$ cat config.mk
export PLATFORM = sky130hd
export DESIGN_NAME = asq_ctrl
export DESIGN_NICKNAME = d
export VERILOG_FILES = /design/src/inc/asq_pkg.sv /design/src/rtl/asq_ctrl.sv
export VERILOG_INCLUDE_DIRS = /design/src /design/src/inc
export SDC_FILE = /design/constraint.sdc
export NUM_CORES = 1
export LEC_CHECK = 0
export BUFFER_PORTS_ARGS = -buffer_cell sky130_fd_sc_hd__clkbuf_2
export CORE_AREA = 2 2 104 156
export CTS_CLUSTER_SIZE = 10
export DETAILED_ROUTE_END_ITERATION = 6
export DIE_AREA = 0 0 106 158
export GPL_ROUTABILITY_DRIVEN = 0
export GPL_TIMING_DRIVEN = 0
export PLACE_DENSITY_LB_ADDON = 0.1
export SYNTH_ARGS = -nofsm -noshare
export SYNTH_HDL_FRONTEND = slang
export SYNTH_SLANG_ARGS = --single-unit
$ cat constraint.sdc
create_clock -name pclk -period 3.1 [get_ports pclk]
set_input_delay 0.465 -clock pclk [delete_from_list [all_inputs] [get_ports pclk]]
set_output_delay 0.465 -clock pclk [all_outputs]
set_load 0.02 [all_outputs]
$ cat src/inc/asq_map.svh
`ifndef ASQ_MAP_SVH
`define ASQ_MAP_SVH
// register byte offsets
`define ASQ_CTRL_OFS      12'h000
`define ASQ_CSR_OFS       12'h004
`define ASQ_RES_OFS       12'h020
// conversion_control fields
`define ASQ_TRG_HI_POS    7
`define ASQ_TRG_MID_POS   6
`define ASQ_SCAN_EN_POS   5
`define ASQ_SCAN_SZ_POS   4
`define ASQ_CKS_HI_POS    3
`define ASQ_CKS_LO_POS    2
`define ASQ_AUTO_CLR_POS  1
`define ASQ_TRG_EXT_POS   0
// control_status_reg fields
`define ASQ_END_FLAG_POS  7
`define ASQ_IRQ_EN_POS    6
`define ASQ_START_POS     5
`define ASQ_CTRL_RST      8'h00
`define ASQ_CSR_RST       8'h00
// conversion lengths in peripheral states, first and later
`define ASQ_FIRST_00      9'd46
`define ASQ_FIRST_01      9'd87
`define ASQ_FIRST_10      9'd168
`define ASQ_FIRST_11      9'd332
`define ASQ_NEXT_00       9'd40
`define ASQ_NEXT_01       9'd80
`define ASQ_NEXT_10       9'd160
`define ASQ_NEXT_11       9'd320
`endif

$ cat src/inc/asq_pkg.sv
package asq_pkg;
    // converter states, gray along idle-convert-store
    typedef enum logic [1:0]
    {
        ASQ_IDLE    = 2'b00,
        ASQ_CONVERT = 2'b01,
        ASQ_STORE   = 2'b11
    } asq_state_e;
    // trigger source encodings
    typedef logic [2:0] asq_trg_t;
    localparam asq_trg_t ASQ_TRG_SW    = 3'h0;
    localparam asq_trg_t ASQ_TRG_PULSE = 3'h2;
    localparam asq_trg_t ASQ_TRG_TIMER = 3'h4;
    localparam asq_trg_t ASQ_TRG_PIN   = 3'h6;
endpackage : asq_pkg

$ cat src/rtl/asq_ctrl.sv
`timescale 1ns/10ps
`include "asq_map.svh"

// What this block does
// - trigger code 000 ignores all hardware triggers, software start only.
// - code 010 lets the pulse unit trigger set the start bit.
// - code 100 lets the timer unit trigger set the start bit.
// - code 110 accepts the external trigger pin as start source.
// - code 001 disables every external trigger input.
// - scan enable low means single mode whatever scan size says.
// - mode 10 scan_size up to four channels, mode 11 up to eight.
// - clock select divides peripheral clock by 2, 2, 4 or 8.
// - first conversion lasts 46, 87, 168 or 332 states.
// - auto stop clear one clears start after full scan, else never.
// - single mode converts selected channel once and stores its result.
// - end flag sets at single end or scan pass end; irq if enabled.
// - single start stays one, self-clears at end; clearing aborts.
// - four-channel scan starts at 0 or 4; eight-channel at 0.
// - scan converts channels in turn, storing each result at once.
// - continuous scan restarts from first channel after each pass.
// - continuous start never self-clears; clear stops, set restarts.
// - one-cycle scan clears start after one pass and waits.
// - successive approximation gives a 10-bit result per conversion.
// - selected pin trigger sets start on falling edge, like software.
// - later scan conversions take fixed 40, 80, 160 or 320 states.
// - end flag clears by zero write after reading one, or DMA read.
module asq_ctrl
#(
    parameter int RES_W = 10,
    parameter int NCH   = 8
)
(
    input  wire logic              pclk,
    input  wire logic              presetn,
    input  wire logic              psel,
    input  wire logic              penable,
    input  wire logic              pwrite,
    input  wire logic [11:0]       paddr,
    input  wire logic [31:0]       pwdata,
    output logic      [31:0]       prdata,
    output logic                   pready,
    output logic                   pslverr,
    input  wire logic              pulse_unit_trig,
    input  wire logic              timer_unit_trig,
    input  wire logic              external_trigger_pin_n,
    input  wire logic              dma_result_read,
    input  wire logic              comparator_hi,
    output logic      [2:0]        sample_channel,
    output logic                   conversion_clock,
    output logic                   conversion_end_irq
);

    // sar, result store and channel count are fixed; refuse other sizes
    if (RES_W != 10 || NCH != 8)
    begin : g_bad_size
        $error("asq_ctrl: only 10-bit results over 8 channels");
    end

    // =========================================================
    // registers
    // =========================================================
    logic [7:0]       conversion_control;
    logic             conversion_end_flag;
    logic             end_irq_enable;
    logic             conversion_start_bit;
    logic [3:0]       channel_select;
    logic             flag_seen_one;
    logic [RES_W-1:0] result_mem [NCH];
    asq_pkg::asq_state_e state;

    logic [2:0] trg_sel;
    logic       scan_enable;
    logic       scan_size;
    logic [1:0] conv_clock_sel;
    logic       auto_stop_clear;
    assign trg_sel = {conversion_control[`ASQ_TRG_HI_POS],
                      conversion_control[`ASQ_TRG_MID_POS],
                      conversion_control[`ASQ_TRG_EXT_POS]};
    assign scan_enable     = conversion_control[`ASQ_SCAN_EN_POS];
    assign scan_size       = conversion_control[`ASQ_SCAN_SZ_POS];
    assign conv_clock_sel  = {conversion_control[`ASQ_CKS_HI_POS],
                              conversion_control[`ASQ_CKS_LO_POS]};
    assign auto_stop_clear = conversion_control[`ASQ_AUTO_CLR_POS];

    // =========================================================
    // bus decode
    // =========================================================
    logic wr_en;
    logic rd_en;
    logic hit_ctrl;
    logic hit_csr;
    logic hit_res;
    assign wr_en    = psel && penable && pwrite;
    assign rd_en    = psel && penable && !pwrite;
    assign hit_ctrl = paddr == `ASQ_CTRL_OFS;
    assign hit_csr  = paddr == `ASQ_CSR_OFS;
    assign hit_res  = paddr[11:5] == 7'(`ASQ_RES_OFS >> 5) &&
                      paddr[1:0] == 2'b00;

    // =========================================================
    // input synchronisers and trigger edges
    // =========================================================
    logic [1:0] pin_sync;
    logic [1:0] pulse_sync;
    logic [1:0] timer_sync;
    logic       pin_last;
    logic       pulse_last;
    logic       timer_last;
    // two flops per asynchronous source; edges read only the second stage
    always_ff @(posedge pclk or negedge presetn)
    begin
        if (!presetn)
        begin
            pin_sync   <= 2'b11;
            pulse_sync <= 2'b00;
            timer_sync <= 2'b00;
            pin_last   <= 1'b1;
            pulse_last <= 1'b0;
            timer_last <= 1'b0;
        end
        else
        begin
            pin_sync   <= {pin_sync[0], external_trigger_pin_n};
            pulse_sync <= {pulse_sync[0], pulse_unit_trig};
            timer_sync <= {timer_sync[0], timer_unit_trig};
            pin_last   <= pin_sync[1];
            pulse_last <= pulse_sync[1];
            timer_last <= timer_sync[1];
        end
    end

    logic hw_trigger;
    // only the three legal source codes pass a trigger through
    always_comb
    begin
        case (trg_sel)
            asq_pkg::ASQ_TRG_PULSE: hw_trigger = pulse_sync[1] && !pulse_last;
            asq_pkg::ASQ_TRG_TIMER: hw_trigger = timer_sync[1] && !timer_last;
            asq_pkg::ASQ_TRG_PIN:   hw_trigger = !pin_sync[1] && pin_last;
            default: hw_trigger = 1'b0;
        endcase
    end

    // =========================================================
    // conversion clock divider and timing
    // =========================================================
    logic [2:0] div_cnt;
    always_ff @(posedge pclk or negedge presetn)
    begin
        if (!presetn)
            div_cnt <= 3'h0;
        else
            div_cnt <= div_cnt + 3'h1;
    end

    // divided clock; code 00 toggles each edge, as a flop cannot run at pclk
    always_ff @(posedge pclk or negedge presetn)
    begin
        if (!presetn)
            conversion_clock <= 1'b0;
        else
        begin
            case (conv_clock_sel)
                2'b00:   conversion_clock <= !conversion_clock;
                2'b01:   conversion_clock <= div_cnt[0];
                2'b10:   conversion_clock <= div_cnt[1];
                default: conversion_clock <= div_cnt[2];
            endcase
        end
    end

    logic [8:0] conv_len;
    logic       first_conv;
    // first conversion carries start delay; later scan ones are fixed
    always_comb
    begin
        case (conv_clock_sel)
            2'b00:   conv_len = first_conv ? `ASQ_FIRST_00 : `ASQ_NEXT_00;
            2'b01:   conv_len = first_conv ? `ASQ_FIRST_01 : `ASQ_NEXT_01;
            2'b10:   conv_len = first_conv ? `ASQ_FIRST_10 : `ASQ_NEXT_10;
            default: conv_len = first_conv ? `ASQ_FIRST_11 : `ASQ_NEXT_11;
        endcase
    end

    // =========================================================
    // channel group
    // =========================================================
    logic [2:0] first_ch;
    logic [2:0] last_ch;
    always_comb
    begin
        if (!scan_enable)
        begin
            first_ch = channel_select[2:0];
            last_ch  = channel_select[2:0];
        end
        else if (!scan_size)
        begin
            first_ch = {channel_select[2], 2'b00};
            last_ch  = channel_select[2:0];
        end
        else
        begin
            first_ch = 3'h0;
            last_ch  = channel_select[2:0];
        end
    end

    // =========================================================
    // sequencer: timing plus successive approximation
    // =========================================================
    logic [8:0]       cyc_cnt;
    logic [RES_W-1:0] sar;
    logic [3:0]       bit_idx;
    logic             pass_done;
    logic             start_set;
    assign start_set = hw_trigger ||
        (wr_en && hit_csr && pwdata[`ASQ_START_POS]);
    assign pass_done = state == asq_pkg::ASQ_STORE &&
        sample_channel == last_ch;

    // one sar bit per step, decided over the first RES_W cycles
    always_ff @(posedge pclk or negedge presetn)
    begin
        if (!presetn)
        begin
            state          <= asq_pkg::ASQ_IDLE;
            cyc_cnt        <= 9'h000;
            sar            <= '0;
            bit_idx        <= 4'h0;
            sample_channel <= 3'h0;
            first_conv     <= 1'b1;
        end
        else if (!conversion_start_bit)
            state <= asq_pkg::ASQ_IDLE;
        else
        begin
            case (state)
                asq_pkg::ASQ_IDLE:
                begin
                    state          <= asq_pkg::ASQ_CONVERT;
                    sample_channel <= first_ch;
                    first_conv     <= 1'b1;
                    cyc_cnt        <= 9'h001;
                    sar            <= 10'h200;
                    bit_idx        <= 4'h9;
                end
                asq_pkg::ASQ_CONVERT:
                begin
                    cyc_cnt <= cyc_cnt + 9'h001;
                    if (bit_idx != 4'hF)
                    begin
                        // keep or drop trial bit, then try the next
                        if (!comparator_hi)
                            sar[bit_idx] <= 1'b0;
                        if (bit_idx != 4'h0)
                            sar[bit_idx - 4'h1] <= 1'b1;
                        bit_idx <= bit_idx - 4'h1;
                    end
                    if (cyc_cnt >= conv_len - 9'h001)
                        state <= asq_pkg::ASQ_STORE;
                end
                asq_pkg::ASQ_STORE:
                begin
                    // next channel, or wrap to the group start
                    state      <= asq_pkg::ASQ_CONVERT;
                    first_conv <= 1'b0;
                    cyc_cnt    <= 9'h001;
                    sar        <= 10'h200;
                    bit_idx    <= 4'h9;
                    if (pass_done)
                        sample_channel <= first_ch;
                    else
                        sample_channel <= sample_channel + 3'h1;
                end
                default: state <= asq_pkg::ASQ_IDLE;
            endcase
        end
    end

    // result stored as each channel finishes
    always_ff @(posedge pclk)
    begin
        if (state == asq_pkg::ASQ_STORE && conversion_start_bit)
            result_mem[sample_channel] <= sar;
    end

    // =========================================================
    // control and status registers
    // =========================================================
    always_ff @(posedge pclk or negedge presetn)
    begin
        if (!presetn)
        begin
            conversion_control <= `ASQ_CTRL_RST;
            channel_select     <= 4'h0;
            end_irq_enable     <= 1'b0;
        end
        else if (wr_en && hit_ctrl)
            conversion_control <= pwdata[7:0];
        else if (wr_en && hit_csr)
        begin
            channel_select <= pwdata[3:0];
            end_irq_enable <= pwdata[`ASQ_IRQ_EN_POS];
        end
    end

    // start: software write or trigger sets; auto clear per mode
    always_ff @(posedge pclk or negedge presetn)
    begin
        if (!presetn)
            conversion_start_bit <= 1'b0;
        else if (start_set)
            conversion_start_bit <= 1'b1;
        else if (wr_en && hit_csr)
            conversion_start_bit <= 1'b0;
        else if (pass_done && (!scan_enable || auto_stop_clear))
            conversion_start_bit <= 1'b0;
    end

    // end flag: hardware set beats any clear in the same cycle
    always_ff @(posedge pclk or negedge presetn)
    begin
        if (!presetn)
        begin
            conversion_end_flag <= 1'b0;
            flag_seen_one       <= 1'b0;
        end
        else
        begin
            if (pass_done && conversion_start_bit)
                conversion_end_flag <= 1'b1;
            else if ((wr_en && hit_csr && !pwdata[`ASQ_END_FLAG_POS] &&
                      flag_seen_one) || dma_result_read)
                conversion_end_flag <= 1'b0;
            if (rd_en && hit_csr && conversion_end_flag)
                flag_seen_one <= 1'b1;
            else if (wr_en && hit_csr)
                flag_seen_one <= 1'b0;
        end
    end

    // interrupt line, registered
    always_ff @(posedge pclk or negedge presetn)
    begin
        if (!presetn)
            conversion_end_irq <= 1'b0;
        else
            conversion_end_irq <= conversion_end_flag && end_irq_enable;
    end

    // =========================================================
    // apb answer: zero wait, registered read data
    // =========================================================
    always_ff @(posedge pclk or negedge presetn)
    begin
        if (!presetn)
        begin
            prdata  <= 32'h0000_0000;
            pready  <= 1'b0;
            pslverr <= 1'b0;
        end
        else
        begin
            // ready in the first access cycle: no wait state
            pready  <= psel && !penable;
            pslverr <= psel && !penable && !(hit_ctrl || hit_csr || hit_res);
            prdata  <= 32'h0000_0000;
            if (psel && !penable && !pwrite)
            begin
                if (hit_ctrl)
                    prdata <= {24'h000000, conversion_control};
                else if (hit_csr)
                    prdata <= {24'h000000, conversion_end_flag,
                               end_irq_enable, conversion_start_bit,
                               1'b0, channel_select};
                else if (hit_res)
                    prdata <= {22'h0, result_mem[paddr[4:2]]};
            end
        end
    end

endmodule : asq_ctrl

# After elaboration in Yosys (flattened, before gate mapping)
# Memory sizes are Yosys's and may differ from the RTL's.
# Index checks and enable logic that the tools add are counted.
# totals
regBits	93
latchBits	0
ram_bits	80
romBits	0
inputBits	54
wordCells	147
memories	1
# classes
addsub	5
n_mul	0
div_mod_pow	0
order_cmp	5
n_eq_ne	13
shifts	0
mux	42
bitwise	4
n_reduce_logical	53
# memory_table
name	words	word_bits	read_ports	rd_ports_with_merged_regs	wr	line	source
result_mem	8	10	1	0	1	asq_ctrl.sv:68	logic [RES_W-1:0] result_mem [NCH];
# ops
operator	n
$mux 10	10
$pmux 9 s3	1
$logic_and 1x1->1	24
$pmux 10 s2	1
$pmux 9 s2	1
$mux 3	5
$eq 12x3->1 const B	1
$logic_not 12->1	1
$mux 4	3
$mux 1	11
$and 10x10->10	1
$lt 4x5->1 const B	2
$not 10->10	1
$or 10x10->10	1
$add 9x1->9 const B	1
$ge 9x9->1	1
$logic_not 1->1	9
$sub 9x1->9 const B	1
$demux 1 s4	2
$ge 4x1->1 const B	2
$pmux 4 s2	1
$reduce_bool 2->1	4
$eq 7x1->1 const B	1
$add 3x1->3 const B	2
22 further kinds	35

# Logic depth before layout (Yosys ltp)
# logic_depth
ltp_word	14
mapped_depth	11

# Least setup slack after synthesis
# OpenSTA, ideal clock, no wires.
# synth_path
path_type	flip-flop to flip-flop
startpoint	register conversion_control[2]
endpoint	register state[0]
arrival_time_ns	1.993
required_ns	2.972
slack_ns	0.979
path_stages_with_launch	12
path_buffers	1
period_less_slack_ns	2.121
cell_sequence	dfrtp_1 -> clkbuf_1 -> nand3b_1 -> ha_1 -> nand2_1 -> nand2_1 -> ha_1 -> a21oi_1 -> nor2_1 -> a211oi_1 -> nand3_1 -> mux2i_1
# synth_between
elab_chain_cells	5
elab_cells_between_ends	7
classes_between	add/sub (1); order compare (1); eq/ne (3); mux (1); reduce/logical (1)
# synth_rtl
item	line	source
start, declared	asq_ctrl.sv:62	logic [7:0] conversion_control;
start signal, assigned	asq_ctrl.sv:295	conversion_control <= `ASQ_CTRL_RST;
start signal, assigned	asq_ctrl.sv:300	conversion_control <= pwdata[7:0];
$eq 2x2->1, or another cell as far along	asq_ctrl.sv:177	case (conv_clock_sel)
$pmux 9 s3 *	asq_ctrl.sv:177	
$sub 9x1->9 *	asq_ctrl.sv:260	if (cyc_cnt >= conv_len - 9'h001)
$ge 9x9->1 *	asq_ctrl.sv:260	
$ne 3x3->1 (no line) *	-	
end signal, assigned	asq_ctrl.sv:261	state <= asq_pkg::ASQ_STORE;
end signal, assigned	asq_ctrl.sv:266	state <= asq_pkg::ASQ_CONVERT;
end signal, assigned	asq_ctrl.sv:276	default: state <= asq_pkg::ASQ_IDLE;
end, declared	asq_ctrl.sv:69	asq_pkg::asq_state_e state;
# Every way passes the cells marked *; elsewhere a longest branch is shown, timed or not.
# A chain may end at the register's enable or synchronous reset.

# Worst setup path in the final report
# Same ends and word-level chain as after synthesis.

==> flow_results.xml <==
<?xml version="1.0" encoding="UTF-8"?>
<metrics>
  <group name="global_route">
    <metric name="grt_util_met3" unit="%">3.170</metric>
    <metric name="use_met2" unit="%">32.66</metric>
    <metric name="grt_max_degree" unit="">65</metric>
    <metric name="top_usage_layer" unit="">met2</metric>
    <metric name="grt_util_met1" unit="%">20.88</metric>
    <metric name="grt_pass1_wl" unit="µm">22210</metric>
    <metric name="gr-usage-all-layers" unit="%">17.69</metric>
    <metric name="grt_overflow" unit="">0</metric>
    <metric name="initial_antenna_violation_count" unit="">0</metric>
    <metric name="first_global_vias" unit="">4177</metric>
  </group>
  <group name="place">
    <metric name="place_inst" unit="">758</metric>
    <metric name="port-buffer-count" unit="">44</metric>
    <metric name="dp.final_hpwl" unit="µm">9746</metric>
  </group>
  <group name="floorplan">
    <metric name="core.rowCount" unit="">56</metric>
    <metric name="die_height" unit="µm">158</metric>
    <metric name="initial_util" unit="%">43.60</metric>
    <metric name="core_region_area" unit="µm²">15480</metric>
    <metric name="die_area" unit="µm²">16750</metric>
    <metric name="fp.dieW" unit="µm">106</metric>
    <metric name="io-pin-count" unit="">93</metric>
  </group>
  <group name="clock_network">
    <metric name="cts_tree" unit="">built</metric>
    <metric name="ctsLongestPathBuffers" unit="">2</metric>
    <metric name="htree_num_levels" unit="">4</metric>
    <metric name="clkSlewWorstSetupHoldPaths" unit="ps">70</metric>
    <metric name="total_clock_buffers_created_by_cts" unit="">17</metric>
    <metric name="cts_setup_buffers" unit="">0</metric>
    <metric name="cts-root-buf" unit="">sky130_fd_sc_hd__clkbuf_16</metric>
    <metric name="cts.sink_count" unit="">151</metric>
    <metric name="insertion_delay" unit="ps">420</metric>
  </group>
  <group name="final_layout">
    <metric name="drive_above_1_share" unit="%">26.87</metric>
    <metric name="finish.net_count" unit="">650</metric>
    <metric name="antenna-diode-count" unit="">0</metric>
    <metric name="syn2layout_area_growth" unit="%">18.24</metric>
    <metric name="finalNonFillerCells" unit="">791</metric>
  </group>
  <group name="power">
    <metric name="pwr_density_cell" unit="nW/µm²">697.5</metric>
    <metric name="combPwrFrac" unit="%">18.9</metric>
    <metric name="switching_power" unit="mW">1.781</metric>
    <metric name="power.leakage" unit="nW">3.345</metric>
    <metric name="power.sequential.fraction" unit="%">44.8</metric>
    <metric name="ir_worst_vdd" unit="µV">328.0</metric>
    <metric name="internal-power" unit="mW">3.787</metric>
    <metric name="swShare" unit="%">31.98</metric>
    <metric name="power.clock.fraction" unit="%">36.3</metric>
  </group>
  <group name="sta">
    <metric name="slew_headroom" unit="%">18.51</metric>
    <metric name="rsz_0062_raised_after_global_routing" unit="">false</metric>
    <metric name="finalSetupViolations" unit="">0</metric>
    <metric name="achievable_clock_frequency" unit="MHz">382.7</metric>
    <metric name="final-hold-violation-count" unit="">0</metric>
    <metric name="final.min_clock_period" unit="ps">2613</metric>
    <metric name="final.period_utilization" unit="%">84.30</metric>
    <metric name="finClkSkew" unit="ps">8.964</metric>
    <metric name="tightestPinTransition" unit="ps">1218</metric>
    <metric name="tns" unit="ps">0</metric>
    <metric name="slew_violations" unit="">0</metric>
  </group>
  <group name="yosys">
    <metric name="synth_enable_flop_cells" unit="">80</metric>
    <metric name="synth_async_sr_flop_share" unit="%">47.02</metric>
    <metric name="synth_top_cells_by_count" unit="">sky130_fd_sc_hd__edfxtp_1 (80), sky130_fd_sc_hd__dfrtp_1 (67), sky130_fd_sc_hd__nor2_1 (34)</metric>
    <metric name="post-synth-top-area-fraction" unit="%">35.58</metric>
    <metric name="mappedNetlistArea" unit="µm²">6751</metric>
    <metric name="postSynthCellCount" unit="">487</metric>
    <metric name="yosys_reg_bits" unit="">151</metric>
    <metric name="synth.lib_cells_used.distinct" unit="">51</metric>
    <metric name="yosys_warnings" unit="">0</metric>
    <metric name="postSynth.topFlopCell" unit="">sky130_fd_sc_hd__edfxtp_1</metric>
    <metric name="yosysSeqAreaShare" unit="%">61.97</metric>
    <metric name="postSynthAreaPerCell" unit="µm²">13.86</metric>
    <metric name="leading_area_contributor_after_synthesis" unit="">sky130_fd_sc_hd__edfxtp_1</metric>
    <metric name="synth.most_common_cell" unit="">sky130_fd_sc_hd__edfxtp_1</metric>
    <metric name="synth_area_leaders" unit="">sky130_fd_sc_hd__edfxtp_1 (36%), sky130_fd_sc_hd__dfrtp_1 (25%), sky130_fd_sc_hd__mux4_2 (7.0%)</metric>
  </group>
  <group name="critical_path">
    <metric name="endpoint_kind" unit="">flip-flop</metric>
    <metric name="timing.critical_path.from_type" unit="">flip-flop</metric>
    <metric name="cp.required" unit="ps">3390</metric>
    <metric name="startpoint_to_endpoint_class_of_the_critical_path" unit="">flip-flop to flip-flop</metric>
    <metric name="path_max_fanout" unit="">10</metric>
    <metric name="worst_ep_arrival_time" unit="ps">2910</metric>
  </group>
  <group name="drt">
    <metric name="route.detailed.wl_per_inst" unit="µm">17.43</metric>
    <metric name="detail_route.wirelength" unit="µm">13780</metric>
    <metric name="detail_route.drc_violations" unit="">0</metric>
    <metric name="via_count" unit="">4057</metric>
    <metric name="firstDrtPassIters" unit="">4</metric>
    <metric name="avgViaCountPerCell" unit="">5.129</metric>
    <metric name="drt_iter0_drc" unit="">156</metric>
    <metric name="final_antenna_net_count" unit="">0</metric>
  </group>
  <group name="worst_hold_path">
    <metric name="kind_of_path_behind_the_tightest_hold_check" unit="">input pin to flip-flop</metric>
  </group>
  <group name="run_status">
    <metric name="status" unit="">completed</metric>
  </group>
  <group name="flow_run">
    <metric name="max_cap_violations" unit="">0</metric>
  </group>
</metrics>
-- layout by cell type (no fill, tap or decap), types with 3 or more instances in the layout --
cell type | netlist | routed
sky130_fd_sc_hd__inv_1 | 13 | 13
sky130_fd_sc_hd__mux2_2 | 14 | 14
sky130_fd_sc_hd__buf_2 | 7 | 7
sky130_fd_sc_hd__nand3b_1 | 3 | 3
sky130_fd_sc_hd__mux4_2 | 21 | 21
sky130_fd_sc_hd__xor2_1 | 9 | 9
sky130_fd_sc_hd__clkbuf_1 | 7 | 7
sky130_fd_sc_hd__nor3_2 | 1 | 3
sky130_fd_sc_hd__a21oi_1 | 17 | 17
sky130_fd_sc_hd__clkbuf_16 | 0 | 17
sky130_fd_sc_hd__nor2b_1 | 7 | 7
sky130_fd_sc_hd__o22ai_1 | 7 | 7
sky130_fd_sc_hd__dfrtp_1 | 67 | 67
sky130_fd_sc_hd__nand3_1 | 4 | 4
sky130_fd_sc_hd__nor2_1 | 34 | 34
sky130_fd_sc_hd__and3_1 | 3 | 3
sky130_fd_sc_hd__conb_1 | 1 | 22
sky130_fd_sc_hd__mux2i_1 | 18 | 18
sky130_fd_sc_hd__nor3_1 | 10 | 8
sky130_fd_sc_hd__nand2b_1 | 9 | 9
sky130_fd_sc_hd__o21ai_0 | 29 | 29
sky130_fd_sc_hd__clkinv_4 | 0 | 3
sky130_fd_sc_hd__a32o_1 | 6 | 6
sky130_fd_sc_hd__nand2_1 | 28 | 28
sky130_fd_sc_hd__buf_4 | 23 | 23
sky130_fd_sc_hd__clkbuf_2 | 0 | 43
sky130_fd_sc_hd__dfstp_2 | 4 | 4
sky130_fd_sc_hd__a31oi_1 | 5 | 5
sky130_fd_sc_hd__nand4_1 | 5 | 5
sky130_fd_sc_hd__or3_1 | 6 | 6
sky130_fd_sc_hd__inv_8 | 0 | 5
sky130_fd_sc_hd__edfxtp_1 | 80 | 80
sky130_fd_sc_hd__ha_1 | 21 | 21
sky130_fd_sc_hd__clkinv_8 | 0 | 5
-- cell type report --
| type | instances | area, µm² |
|---|---|---|
| Fill cell | 1343 | 7502 |
| Sequential cell | 151 | 4184 |
| Multi-Input combinational cell | 306 | 2370 |
| Clock buffer | 17 | 425.4 |
| Timing Repair Buffer | 48 | 282.8 |
| Tap cell | 203 | 254.0 |
| Buffer | 38 | 237.7 |
| Clock inverter | 15 | 180.2 |
| Inverter | 13 | 48.80 |
-- what timing repair did --
action                    CTS  global route
resized for setup           0             0
hold buffers                1             0
hold endpoints to repair    7             0
-- state kept, by name, indices dropped and copies added (netlist names), 2 cells and up --
signal / cells
pin_sync: 2
timer_sync: 2
pulse_sync: 2
div_cnt: 3
bit_idx: 4
result_mem: 80
state: 2
sar: 10
prdata: 10
conversion_control: 8
cyc_cnt: 9
channel_select: 4
sample_channel: 3
-- critical path: stages, from the launching register on --
cell and delay [ps]:
sky130_fd_sc_hd__dfrtp_1 320, sky130_fd_sc_hd__clkbuf_1 410, sky130_fd_sc_hd__nand3b_1 230, sky130_fd_sc_hd__ha_1 240, sky130_fd_sc_hd__nand2_1 60, sky130_fd_sc_hd__nand2_1 60, sky130_fd_sc_hd__ha_1 320, sky130_fd_sc_hd__a21oi_1 130
sky130_fd_sc_hd__nor2_1 50, sky130_fd_sc_hd__a211oi_1 400, sky130_fd_sc_hd__nand3_1 150, sky130_fd_sc_hd__mux2i_1 130
-- per-layer routing --
layer / vias up / share of wire, %
li1: 1959 / -
met1: 2026 / 41
met2: 70 / 56
met3: 2 / 2.8
met4: 0 / 0.51
met5: - / 0
-- cell families after synthesis --
kind of cell    Yosys count  synth area share (%)
compound gates           78                 7.098
xor+xnor                 11                 1.427
fa+ha+maj                21                 3.892
buf+inv                  51                 4.244
flops                   151                 61.97
mux                      53                 12.01
other cells               1               0.05554
simple gates            121                 9.303
-- stage by stage --
stage          worst slack [ps]  instance area, µm²  hold slack (ps)  util [%]  power, mW
2_1_floorplan             978.7                6830            169.4         -      3.237
3_3_place_gp              138.0                7305            333.7     47.17      3.555
3_5_place_dp              442.3                7367            339.8     47.58      3.585
4_1_cts                   417.4                7983            116.4     51.55      5.620
5_1_grt                   252.3                7983            115.7     51.55      5.883
6_report                  486.7                7983            135.1     51.55      5.568
-- power by group through the flow --
| stage | registers [mW] | logic (mW) | clock network (mW) |
|---|---|---|---|
| after floorplan | 2.49 | 0.747 | 0 |
| after global placement | 2.52 | 1.03 | 0 |
| after detailed placement | 2.54 | 1.05 | 0 |
| after CTS | 2.49 | 1.06 | 2.06 |
| after global routing | 2.53 | 1.20 | 2.16 |
| final | 2.49 | 1.05 | 2.02 |
-- final timing paths --
kind	start	end	slack, ps	depth (start not counted)
setup / recovery	conversion_control[2]	state[0]	490	11
hold / removal	external_trigger_pin_n	pin_sync[0]	140	1
setup reg to reg	conversion_control[2]	state[0]	490	11
hold reg to reg	timer_sync[0]	timer_sync[1]	360	0
max in group asynchronous	presetn	first_conv	2050	3
min in group asynchronous	presetn	pready	440	2
No activity file was read; power rests on OpenSTA's default activity.
